### config.mk
export PLATFORM = sky130hd
export DESIGN_NAME = pls_link_status_rx
export DESIGN_NICKNAME = d
export VERILOG_FILES = /design/src/verilog/pls_pkg.sv /design/src/verilog/pls_link_status_rx.sv
export SDC_FILE = /design/constraint.sdc
export NUM_CORES = 1
export LEC_CHECK = 0
export BUFFER_PORTS_ARGS = -buffer_cell sky130_fd_sc_hd__buf_2
export CORE_ASPECT_RATIO = 1.5
export CORE_MARGIN = 1.5
export CORE_UTILIZATION = 37
export DETAILED_ROUTE_END_ITERATION = 10
export PLACE_DENSITY_LB_ADDON = 0.12
export SYNTH_ARGS = -nofsm -noshare
export SYNTH_HDL_FRONTEND = slang
export SYNTH_SLANG_ARGS = --single-unit
### constraint.sdc
create_clock -name aclk -period 3.2 [get_ports aclk]
set_clock_uncertainty 0.15 [all_clocks]
set_input_delay 0.32 -clock aclk [delete_from_list [all_inputs] [get_ports aclk]]
set_output_delay 0.32 -clock aclk [all_outputs]
set_load 0.03 [all_outputs]
### src/verilog/pls_pkg.sv
`default_nettype none
package pls_pkg;
  // ****************************************
  // Interface phase and data codes
  // ****************************************
  localparam logic [1:0] PH_IDLE   = 2'h0;
  localparam logic [1:0] PH_STATUS = 2'h1;
  localparam logic [1:0] PH_RX     = 2'h2;
  localparam logic [7:0] D_DATAON  = 8'hff;
  localparam logic [7:0] SPD_S100  = 8'h00;
  localparam logic [7:0] SPD_S200  = 8'h40;
  localparam logic [7:0] SPD_S400  = 8'h50;
  // ****************************************
  // Status transfer last counter values (2 or 8 cycles) and length limit in cycles
  // ****************************************
  localparam logic [2:0] ST_LAST_SHORT = 3'h1;
  localparam logic [2:0] ST_LAST_LONG  = 3'h7;
  localparam logic [3:0] ST_MAX_CYC    = 4'h8;
  // ****************************************
  // Register map
  // ****************************************
  localparam logic [3:0]  OFS_CTRL   = 4'h0;
  localparam logic [3:0]  OFS_STAT   = 4'h4;
  localparam logic [3:0]  OFS_PKTS   = 4'h8;
  localparam logic [31:0] CTRL_RST   = 32'h0000_0001;
  localparam int          CTRL_EN_B  = 0;
  localparam logic [1:0]  RESP_OKAY  = 2'h0;
  localparam logic [1:0]  RESP_SLV   = 2'h2;
  // Physical-ID register address, sent after self-identification
  localparam logic [3:0]  PHYID_ADDR = 4'h0;
  // ****************************************
  // Event carrier from the serial-bus side
  // ****************************************
  typedef struct packed {
    logic port_chg;
    logic state_to;
    logic pwr_low;
    logic cfg_to;
    logic bus_reset;
    logic subact_gap;
    logic arb_gap;
  } pls_ev_t;
  typedef enum logic [2:0] {R_NONE, R_DON, R_SPD, R_DATA, R_GAP} pls_rst_t;
endpackage : pls_pkg
`default_nettype wire

### src/verilog/pls_link_status_rx.sv
// Contract
// RL1 - Start status only when pending and idle
// RL2 - Status code with first bits on D0-D1
// RL3 - Hold status code, end with idle
// RL4 - Two bits per cycle, 2 or 8 cycles
// RL5 - Full word on read or self-ID done
// RL6 - Flags delivered on send, register after all
// RL7 - Retry interrupted transfer until delivered
// RL8 - One idle cycle between status transfers
// RL9 - Word: flags 0-3, address 4-7, data 8-15
// RL10 - Interrupt flag from four events
// RL11 - Receive code with all-ones data-on
// RL12 - Receive may pre-empt status directly
// RL13 - Speed code one cycle, then hold receive
// RL14 - End receive with idle, hold one cycle
// RL15 - Null packet: data-on then idle only
// RL16 - At least one data-on cycle first
// RL17 - Speed code encodings, X zero, Y one
// RL18 - Link decodes speed on first non data-on
// RL19 - Forward every packet including own self-ID
// RL20 - Link keeps speed code out of CRC
// RL21 - Code 10b is receive phase
// RL22 - Code 00b is idle phase
// RL23 - Flags latch until sent, merge events
//
// Register access over AXI4-Lite and the register offsets were chosen for this implementation.
`timescale 1ns/100ps
`default_nettype none
module pls_link_status_rx (
  input  wire logic            aclk,
  input  wire logic            aresetn,
  input  wire pls_pkg::pls_ev_t ev,
  input  wire logic            rd_req,
  input  wire logic [3:0]      rd_addr,
  input  wire logic [7:0]      rd_data,
  input  wire logic            selfid_done,
  input  wire logic [7:0]      phyid_data,
  input  wire logic            rx_start,
  input  wire logic [1:0]      rx_speed,
  output logic                 rx_start_ready,
  input  wire logic            rx_valid,
  input  wire logic [7:0]      rx_byte,
  output logic                 rx_ready,
  input  wire logic            rx_end,
  output logic [1:0]           interface_phase_lines,
  output logic [7:0]           link_data,
  input  wire logic [31:0]     s_axi_awaddr,
  input  wire logic            s_axi_awvalid,
  output logic                 s_axi_awready,
  input  wire logic [31:0]     s_axi_wdata,
  input  wire logic [3:0]      s_axi_wstrb,
  input  wire logic            s_axi_wvalid,
  output logic                 s_axi_wready,
  output logic [1:0]           s_axi_bresp,
  output logic                 s_axi_bvalid,
  input  wire logic            s_axi_bready,
  input  wire logic [31:0]     s_axi_araddr,
  input  wire logic            s_axi_arvalid,
  output logic                 s_axi_arready,
  output logic [31:0]          s_axi_rdata,
  output logic [1:0]           s_axi_rresp,
  output logic                 s_axi_rvalid,
  input  wire logic            s_axi_rready
);
  // ****************************************
  // State
  // ****************************************
  logic [3:0]        flags_r;
  logic              reg_pend_r;
  logic [3:0]        reg_addr_r;
  logic [7:0]        reg_data_r;
  logic              st_act_r;
  logic [2:0]        st_cnt_r;
  logic [2:0]        st_last_r;
  logic [11:0]       sh_r;
  pls_pkg::pls_rst_t rstate_r;
  pls_pkg::pls_rst_t rstate_nxt;
  logic [7:0]        spd_r;
  logic [31:0]       ctrl_r;
  logic [31:0]       pkts_r;
  logic [1:0]        phase_nxt;
  logic [7:0]        d_nxt;
  logic [3:0]        flag_set;
  logic [3:0]        flag_clr;
  logic              st_go;
  logic              st_cont;
  logic              st_done;
  logic              rx_go;
  logic              byte_take;

  // Speed code drive, unused X bits at zero
  function automatic logic [7:0] spd_code(input logic [1:0] s);
    if (s == 2'h2) begin
      spd_code = pls_pkg::SPD_S400; // RL17
    end else if (s == 2'h1) begin
      spd_code = pls_pkg::SPD_S200;
    end else begin
      spd_code = pls_pkg::SPD_S100;
    end
  endfunction : spd_code

  // ****************************************
  // Status flags
  // ****************************************
  // Interrupt is the OR of four serial-bus events
  assign flag_set = {ev.cfg_to | ev.pwr_low | ev.state_to | ev.port_chg, // RL10
                     ev.bus_reset, ev.subact_gap, ev.arb_gap};           // RL9

  // A flag clears the cycle it is driven; a new event in that cycle wins
  always_ff @(posedge aclk) begin
    if (!aresetn) begin
      flags_r <= 4'h0;
    end else begin
      flags_r <= (flags_r & ~flag_clr) | flag_set; // RL23 RL6
    end
  end

  // Register request; further requests are ignored until delivered
  always_ff @(posedge aclk) begin
    if (!aresetn) begin
      reg_pend_r <= 1'b0;
      reg_addr_r <= 4'h0;
      reg_data_r <= 8'h00;
    end else if (st_done) begin
      reg_pend_r <= 1'b0; // RL6
    end else if (!reg_pend_r && selfid_done) begin
      reg_pend_r <= 1'b1; // RL5
      reg_addr_r <= pls_pkg::PHYID_ADDR;
      reg_data_r <= phyid_data;
    end else if (!reg_pend_r && rd_req) begin
      reg_pend_r <= 1'b1; // RL5
      reg_addr_r <= rd_addr;
      reg_data_r <= rd_data;
    end
  end

  // ****************************************
  // Receive and status sequencing
  // ****************************************
  assign rx_go     = rx_start && rx_start_ready;
  assign byte_take = rx_valid && rx_ready;
  // Start only from an idle output cycle, so one idle sits between transfers
  assign st_go   = !st_act_r && ctrl_r[pls_pkg::CTRL_EN_B] && (|flags_r || reg_pend_r) // RL1 RL7
                   && interface_phase_lines == pls_pkg::PH_IDLE                     // RL8
                   && rstate_r == pls_pkg::R_NONE && !rx_go;
  assign st_cont = st_act_r && st_cnt_r != st_last_r && !rx_go; // RL12
  assign st_done = st_act_r && st_cnt_r == pls_pkg::ST_LAST_LONG && !rx_go;
  assign flag_clr = (st_go ? 4'h3 : 4'h0)
                  | ((st_cont && st_cnt_r == 3'h0) ? 4'hc : 4'h0);

  // Receive state, next value
  always_comb begin
    rstate_nxt = rstate_r;
    case (rstate_r)
      pls_pkg::R_NONE: begin
        if (rx_go) begin
          rstate_nxt = pls_pkg::R_DON; // RL11 RL19
        end
      end
      pls_pkg::R_DON: begin
        if (rx_end) begin
          rstate_nxt = pls_pkg::R_GAP; // RL15
        end else if (rx_valid) begin
          rstate_nxt = pls_pkg::R_SPD; // RL16
        end
      end
      pls_pkg::R_SPD: begin
        rstate_nxt = pls_pkg::R_DATA; // RL13
      end
      pls_pkg::R_DATA: begin
        if (!byte_take && rx_end) begin
          rstate_nxt = pls_pkg::R_GAP;
        end
      end
      default: begin
        rstate_nxt = pls_pkg::R_NONE; // RL14
      end
    endcase
  end

  // Output lines, next value; receive has priority over status
  always_comb begin
    phase_nxt = pls_pkg::PH_IDLE; // RL22
    d_nxt     = 8'h00;
    case (rstate_nxt)
      pls_pkg::R_DON: begin
        phase_nxt = pls_pkg::PH_RX; // RL21 RL11
        d_nxt     = pls_pkg::D_DATAON;
      end
      pls_pkg::R_SPD: begin
        phase_nxt = pls_pkg::PH_RX;
        d_nxt     = spd_code(spd_r[1:0]); // RL13
      end
      pls_pkg::R_DATA: begin
        phase_nxt = pls_pkg::PH_RX;
        d_nxt     = byte_take ? rx_byte : link_data;
      end
      pls_pkg::R_GAP: begin
        phase_nxt = pls_pkg::PH_IDLE; // RL14
      end
      default: begin
        if (st_go) begin
          phase_nxt = pls_pkg::PH_STATUS; // RL2
          d_nxt     = {6'h00, flags_r[1:0]};
        end else if (st_cont && st_cnt_r == 3'h0) begin
          phase_nxt = pls_pkg::PH_STATUS; // RL3
          d_nxt     = {6'h00, flags_r[3:2]};
        end else if (st_cont) begin
          phase_nxt = pls_pkg::PH_STATUS; // RL4
          d_nxt     = {6'h00, sh_r[1:0]};
        end
      end
    endcase
  end

  // Interface pins, registered
  always_ff @(posedge aclk) begin
    if (!aresetn) begin
      interface_phase_lines <= pls_pkg::PH_IDLE;
      link_data             <= 8'h00;
    end else begin
      interface_phase_lines <= phase_nxt;
      link_data             <= d_nxt;
    end
  end

  // Receive state and handshakes
  always_ff @(posedge aclk) begin
    if (!aresetn) begin
      rstate_r       <= pls_pkg::R_NONE;
      rx_start_ready <= 1'b0;
      rx_ready       <= 1'b0;
      spd_r          <= pls_pkg::SPD_S100;
    end else begin
      rstate_r       <= rstate_nxt;
      rx_start_ready <= rstate_nxt == pls_pkg::R_NONE;
      rx_ready       <= rstate_nxt == pls_pkg::R_SPD || rstate_nxt == pls_pkg::R_DATA;
      if (rx_go) begin
        spd_r <= {6'h00, rx_speed};
      end
    end
  end

  // Status transfer progress; a receive aborts it and retry follows
  always_ff @(posedge aclk) begin
    if (!aresetn) begin
      st_act_r  <= 1'b0;
      st_cnt_r  <= 3'h0;
      st_last_r <= pls_pkg::ST_LAST_SHORT;
      sh_r      <= 12'h000;
    end else if (st_go) begin
      st_act_r  <= 1'b1;
      st_cnt_r  <= 3'h0;
      st_last_r <= reg_pend_r ? pls_pkg::ST_LAST_LONG : pls_pkg::ST_LAST_SHORT; // RL4
      sh_r      <= {reg_data_r, reg_addr_r}; // RL9
    end else if (st_cont) begin
      st_cnt_r <= st_cnt_r + 3'h1;
      if (st_cnt_r != 3'h0) begin
        sh_r <= {2'h0, sh_r[11:2]};
      end
    end else begin
      st_act_r <= 1'b0; // RL7
    end
  end

  // Packets forwarded, null packets included
  always_ff @(posedge aclk) begin
    if (!aresetn) begin
      pkts_r <= 32'h0;
    end else if (rstate_nxt == pls_pkg::R_GAP && rstate_r != pls_pkg::R_GAP) begin
      pkts_r <= pkts_r + 32'h1;
    end
  end

  // ****************************************
  // AXI4-Lite slave
  // ****************************************
  // Both write channels are taken together; simpler than buffering one
  always_ff @(posedge aclk) begin
    if (!aresetn) begin
      s_axi_awready <= 1'b0;
      s_axi_wready  <= 1'b0;
      s_axi_bvalid  <= 1'b0;
      s_axi_bresp   <= pls_pkg::RESP_OKAY;
      ctrl_r        <= pls_pkg::CTRL_RST;
    end else begin
      s_axi_awready <= 1'b0;
      s_axi_wready  <= 1'b0;
      if (s_axi_bvalid && s_axi_bready) begin
        s_axi_bvalid <= 1'b0;
      end
      if (s_axi_awvalid && s_axi_wvalid && !s_axi_awready && !s_axi_bvalid) begin
        s_axi_awready <= 1'b1;
        s_axi_wready  <= 1'b1;
        s_axi_bvalid  <= 1'b1;
        s_axi_bresp   <= pls_pkg::RESP_OKAY;
        if (s_axi_awaddr[3:0] == pls_pkg::OFS_CTRL && s_axi_awaddr[31:4] == 28'h0) begin
          if (s_axi_wstrb[0]) begin
            ctrl_r[0] <= s_axi_wdata[0];
          end
        end else if (s_axi_awaddr[3:0] == pls_pkg::OFS_STAT && s_axi_awaddr[31:4] == 28'h0) begin
          s_axi_bresp <= pls_pkg::RESP_OKAY;
        end else if (s_axi_awaddr[3:0] == pls_pkg::OFS_PKTS && s_axi_awaddr[31:4] == 28'h0) begin
          s_axi_bresp <= pls_pkg::RESP_OKAY;
        end else begin
          s_axi_bresp <= pls_pkg::RESP_SLV;
        end
      end
    end
  end

  // Read channel; unmapped addresses answer SLVERR with zero data
  always_ff @(posedge aclk) begin
    if (!aresetn) begin
      s_axi_arready <= 1'b0;
      s_axi_rvalid  <= 1'b0;
      s_axi_rdata   <= 32'h0;
      s_axi_rresp   <= pls_pkg::RESP_OKAY;
    end else begin
      s_axi_arready <= 1'b0;
      if (s_axi_rvalid && s_axi_rready) begin
        s_axi_rvalid <= 1'b0;
      end
      if (s_axi_arvalid && !s_axi_arready && !s_axi_rvalid) begin
        s_axi_arready <= 1'b1;
        s_axi_rvalid  <= 1'b1;
        s_axi_rresp   <= pls_pkg::RESP_OKAY;
        if (s_axi_araddr[3:0] == pls_pkg::OFS_CTRL && s_axi_araddr[31:4] == 28'h0) begin
          s_axi_rdata <= ctrl_r;
        end else if (s_axi_araddr[3:0] == pls_pkg::OFS_STAT && s_axi_araddr[31:4] == 28'h0) begin
          s_axi_rdata <= {25'h0, rstate_r != pls_pkg::R_NONE, st_act_r, reg_pend_r, flags_r};
        end else if (s_axi_araddr[3:0] == pls_pkg::OFS_PKTS && s_axi_araddr[31:4] == 28'h0) begin
          s_axi_rdata <= pkts_r;
        end else begin
          s_axi_rdata <= 32'h0;
          s_axi_rresp <= pls_pkg::RESP_SLV;
        end
      end
    end
  end

  // Helper: length of the current status run
  logic [3:0] st_run_r;
  always_ff @(posedge aclk) begin
    if (!aresetn) begin
      st_run_r <= 4'h0;
    end else if (phase_nxt == pls_pkg::PH_STATUS) begin
      st_run_r <= st_run_r + 4'h1;
    end else begin
      st_run_r <= 4'h0;
    end
  end
endmodule : pls_link_status_rx
`default_nettype wire

==> results.yml <==
status:
  outcome: "finished clean"
clock_network:
  clk_pin_slew_ps: 60
  cts-buffers-inserted: 17
  htreeDepth: 4
  cts_tree: "built"
  cts-root-buf: "clkbuf_16"
  cts_resized: 0
  cts_max_path_buffers: 2
  cts.sinks: 122
  clock_latency_ps: 410
  cts_setup_buffers: 0
synthesis:
  synth_common_cells: "dfxtp_1, nand2_1, a21oi_1"
  synth-main-ff-cell: "dfxtp_1"
  syn_area_um2: 5510
  synth-edff-count: 0
  synth_cells: 624
  ys_seq_area_share_pct: 44.3
  yosys-top-cells-area: "dfxtp_1, mux2i_1, a22o_1"
  ys_ff_latch: 122
  ys_warn_count: 0
  synth.most_common_cell: "dfxtp_1"
  synthDistinctLibCells: 53
  synth_top_area_share_pct: 44.3
  post-synth-top-area-cell: "dfxtp_1"
  syn_area_per_cell_um2: 8.83
  ys_async_sr_fraction_pct: 0
sta:
  hold_violations: 0
  finalCriticalPeriod_ps: 2330
  fmax_mhz: 428
  finalSetupViolations: 0
  drv_slew: 0
  slew_headroom_pct: 51.1
  tightest_slew_ps: 733
  rsz0062_at_grt: "no"
  min_period_over_period_pct: 72.9
  tns_ps: 0
detailed_routing:
  met1_length_mm: 6.06
  wire_per_inst_um: 15.7
  drtIter0Drc: 184
  highest_layer: "met4"
  met3_wirelength_um: 515
  ant_nets: 0
  dr_wl_met2_mm: 8.64
  route.detailed.drc: 0
  firstDrtPassIters: 5
  via_per_inst: 5.37
  drt_wl_total_mm: 15.6
  vias: 5324
worst_setup_path:
  end_kind: "flop"
  path_cells: "ha_1, nand4b_1, or4_4, or4_1, a21oi_1"
  cp_data_arrival_time_ps: 2520
  critPathBufInv: 0
  critPathRequiredTime_ps: 3380
  slowest_stage: "or4_4"
  worst_path_largest_cell_delay_ps: 600
  critPathLaunchType: "flop"
  crit_type: "reg2reg"
  regToRegStartpoint: "pkts_r[0]$_SDFFE_PN0P_"
  crit_start: "pkts_r[0]$_SDFFE_PN0P_"
  path_delay_family: "simple AND/OR/NAND/NOR gates"
  critPathMaxFanout: 22
layout:
  antenna_cells: 0
  layout-drive-gt1-share_pct: 26.6
  area_delta_synth_final_pct: 28.7
  multiInputGateArea_um2: 2850
  fin_nets: 938
  register_area_um2: 2440
  stdcell_area_um2: 7100
  final_util_pct: 48.8
  nFillCells: 1442
placement:
  place_congestion: 0.859
  hpwl_mm: 11.5
  placed_cell_area_um2: 6500
  io_buffers: 165
power:
  peakVddDrop_mv: 0.338
  pwr-share-comb_pct: 13.3
  p_leak_nw: 3.00
  internal_power_mw: 2.98
  design_power_total_mw: 4.03
  power.switching_mw: 1.04
  clockPowerShare_pct: 45.2
  p_per_area_nw_per_um2: 567
  swShare_pct: 25.9
  p_seq_share_pct: 41.4
grt:
  antenna_found_initial: 0
  grt_start_max_net_pins: 66
  grt_pass1_vias: 5273
  grt_pass1_wl_mm: 25.0
  grt_overflow: 0
  grt_usage_pct: 20.2
die:
  die_y_um: 152
  start_util_pct: 38.0
  num_rows: 54
  fp.dieW_um: 103
  top_level_ports: 202
  dieArea_um2: 15700
  core_area_um2: 14500
min_path:
  worstHoldStart: "ev[6]"
  min_path_type: "in2reg"
run:
  maxCapViolCount: 0
## cell type report
type	instances	share of cell area (%)
timing repair buffer	180	13.3
inverter	15	0.794
clock inverter	10	1.41
sequential	122	34.4
tap	196	3.46
clock buffer	21	6.49
multi-input combinational	448	40.1
## worst reg2reg max path, delay by kind of cell (launching register included)
family	cells	cell delay (ps)
AOI/OAI and AO/OA	1	150
DFF	1	430
and+or+nand+nor	3	1330
adders and majority gates	1	190
## stage by stage
stage | hold WS [ps] | std cells | setup WS (ps)
after floorplan | 286 | 625 | 1010
after global placement | 293 | 958 | 778
after detailed placement | 296 | 958 | 748
after CTS | 4.53 | 992 | 852
after global routing | 22.8 | 992 | 734
final | 20.4 | 992 | 866
## power groups by stage
stage | logic [mW] | registers [mW] | clock network, mW
after floorplan | 0.305 | 1.72 | 0
after global placement | 0.523 | 1.70 | 0
after detailed placement | 0.534 | 1.70 | 0
after CTS | 0.540 | 1.67 | 1.86
after global routing | 0.594 | 1.68 | 1.93
final | 0.537 | 1.67 | 1.82
## cell usage in the layout, fill, tap and decap left out, types with 17 or more instances in the layout
| cell type | instances |
|---|---|
| nand3_1 | 32 |
| a21oi_1 | 39 |
| mux2i_1 | 25 |
| clkbuf_16 | 17 |
| a22o_1 | 26 |
| nor3_1 | 18 |
| dfxtp_1 | 122 |
| buf_2 | 165 |
| o21ai_0 | 32 |
| nor4_1 | 25 |
| nor2_1 | 32 |
| nand2_1 | 45 |
## sequential cells by signal (all words and copies together), names as in the netlist, 2 cells and up
register	count
pkts_r	32
s_axi_rdata	32
sh_r	12
link_data	8
reg_data_r	8
flags_r	4
reg_addr_r	4
rstate_r	3
st_cnt_r	3
interface_phase_lines	2
spd_r	2
## cell families after synthesis
family	Yosys count	synth area share, %
multiplexers	25	4.54
adder cells (fa/ha/maj)	5	1.13
other	1	0.0680
AO/OA/AOI/OAI	155	19.2
buffers and inverters	55	4.29
flip-flops	122	44.3
AND/OR/NAND/NOR	256	25.7
XOR/XNOR	5	0.794
## what timing repair did
| action | CTS | global route |
|---|---|---|
| endpoints found under the setup margin | 0 | 0 |
| hold buffers | 3 | 0 |
| hold endpoints to repair | 3 | 0 |
## path summary, 6_finish.rpt
check / endpoint / cells past startpoint / slack, ps
worst max-delay path: pkts_r[18]$_SDFFE_PN0P_ / 5 / 870
worst min-delay path: flags_r[3]$_SDFF_PN0_ / 3 / 20
worst max register to register: pkts_r[18]$_SDFFE_PN0P_ / 5 / 870
worst min register to register: s_axi_rdata[6]$_SDFFE_PN0P_ / 2 / 300
## layer usage
layer,GRT usage [%],up-vias
li1,-,2663
met1,21.2,2521
met2,37.3,117
met3,4.17,23
met4,9.07,0
met5,0,-
Power figures use the tool's default switching activity.
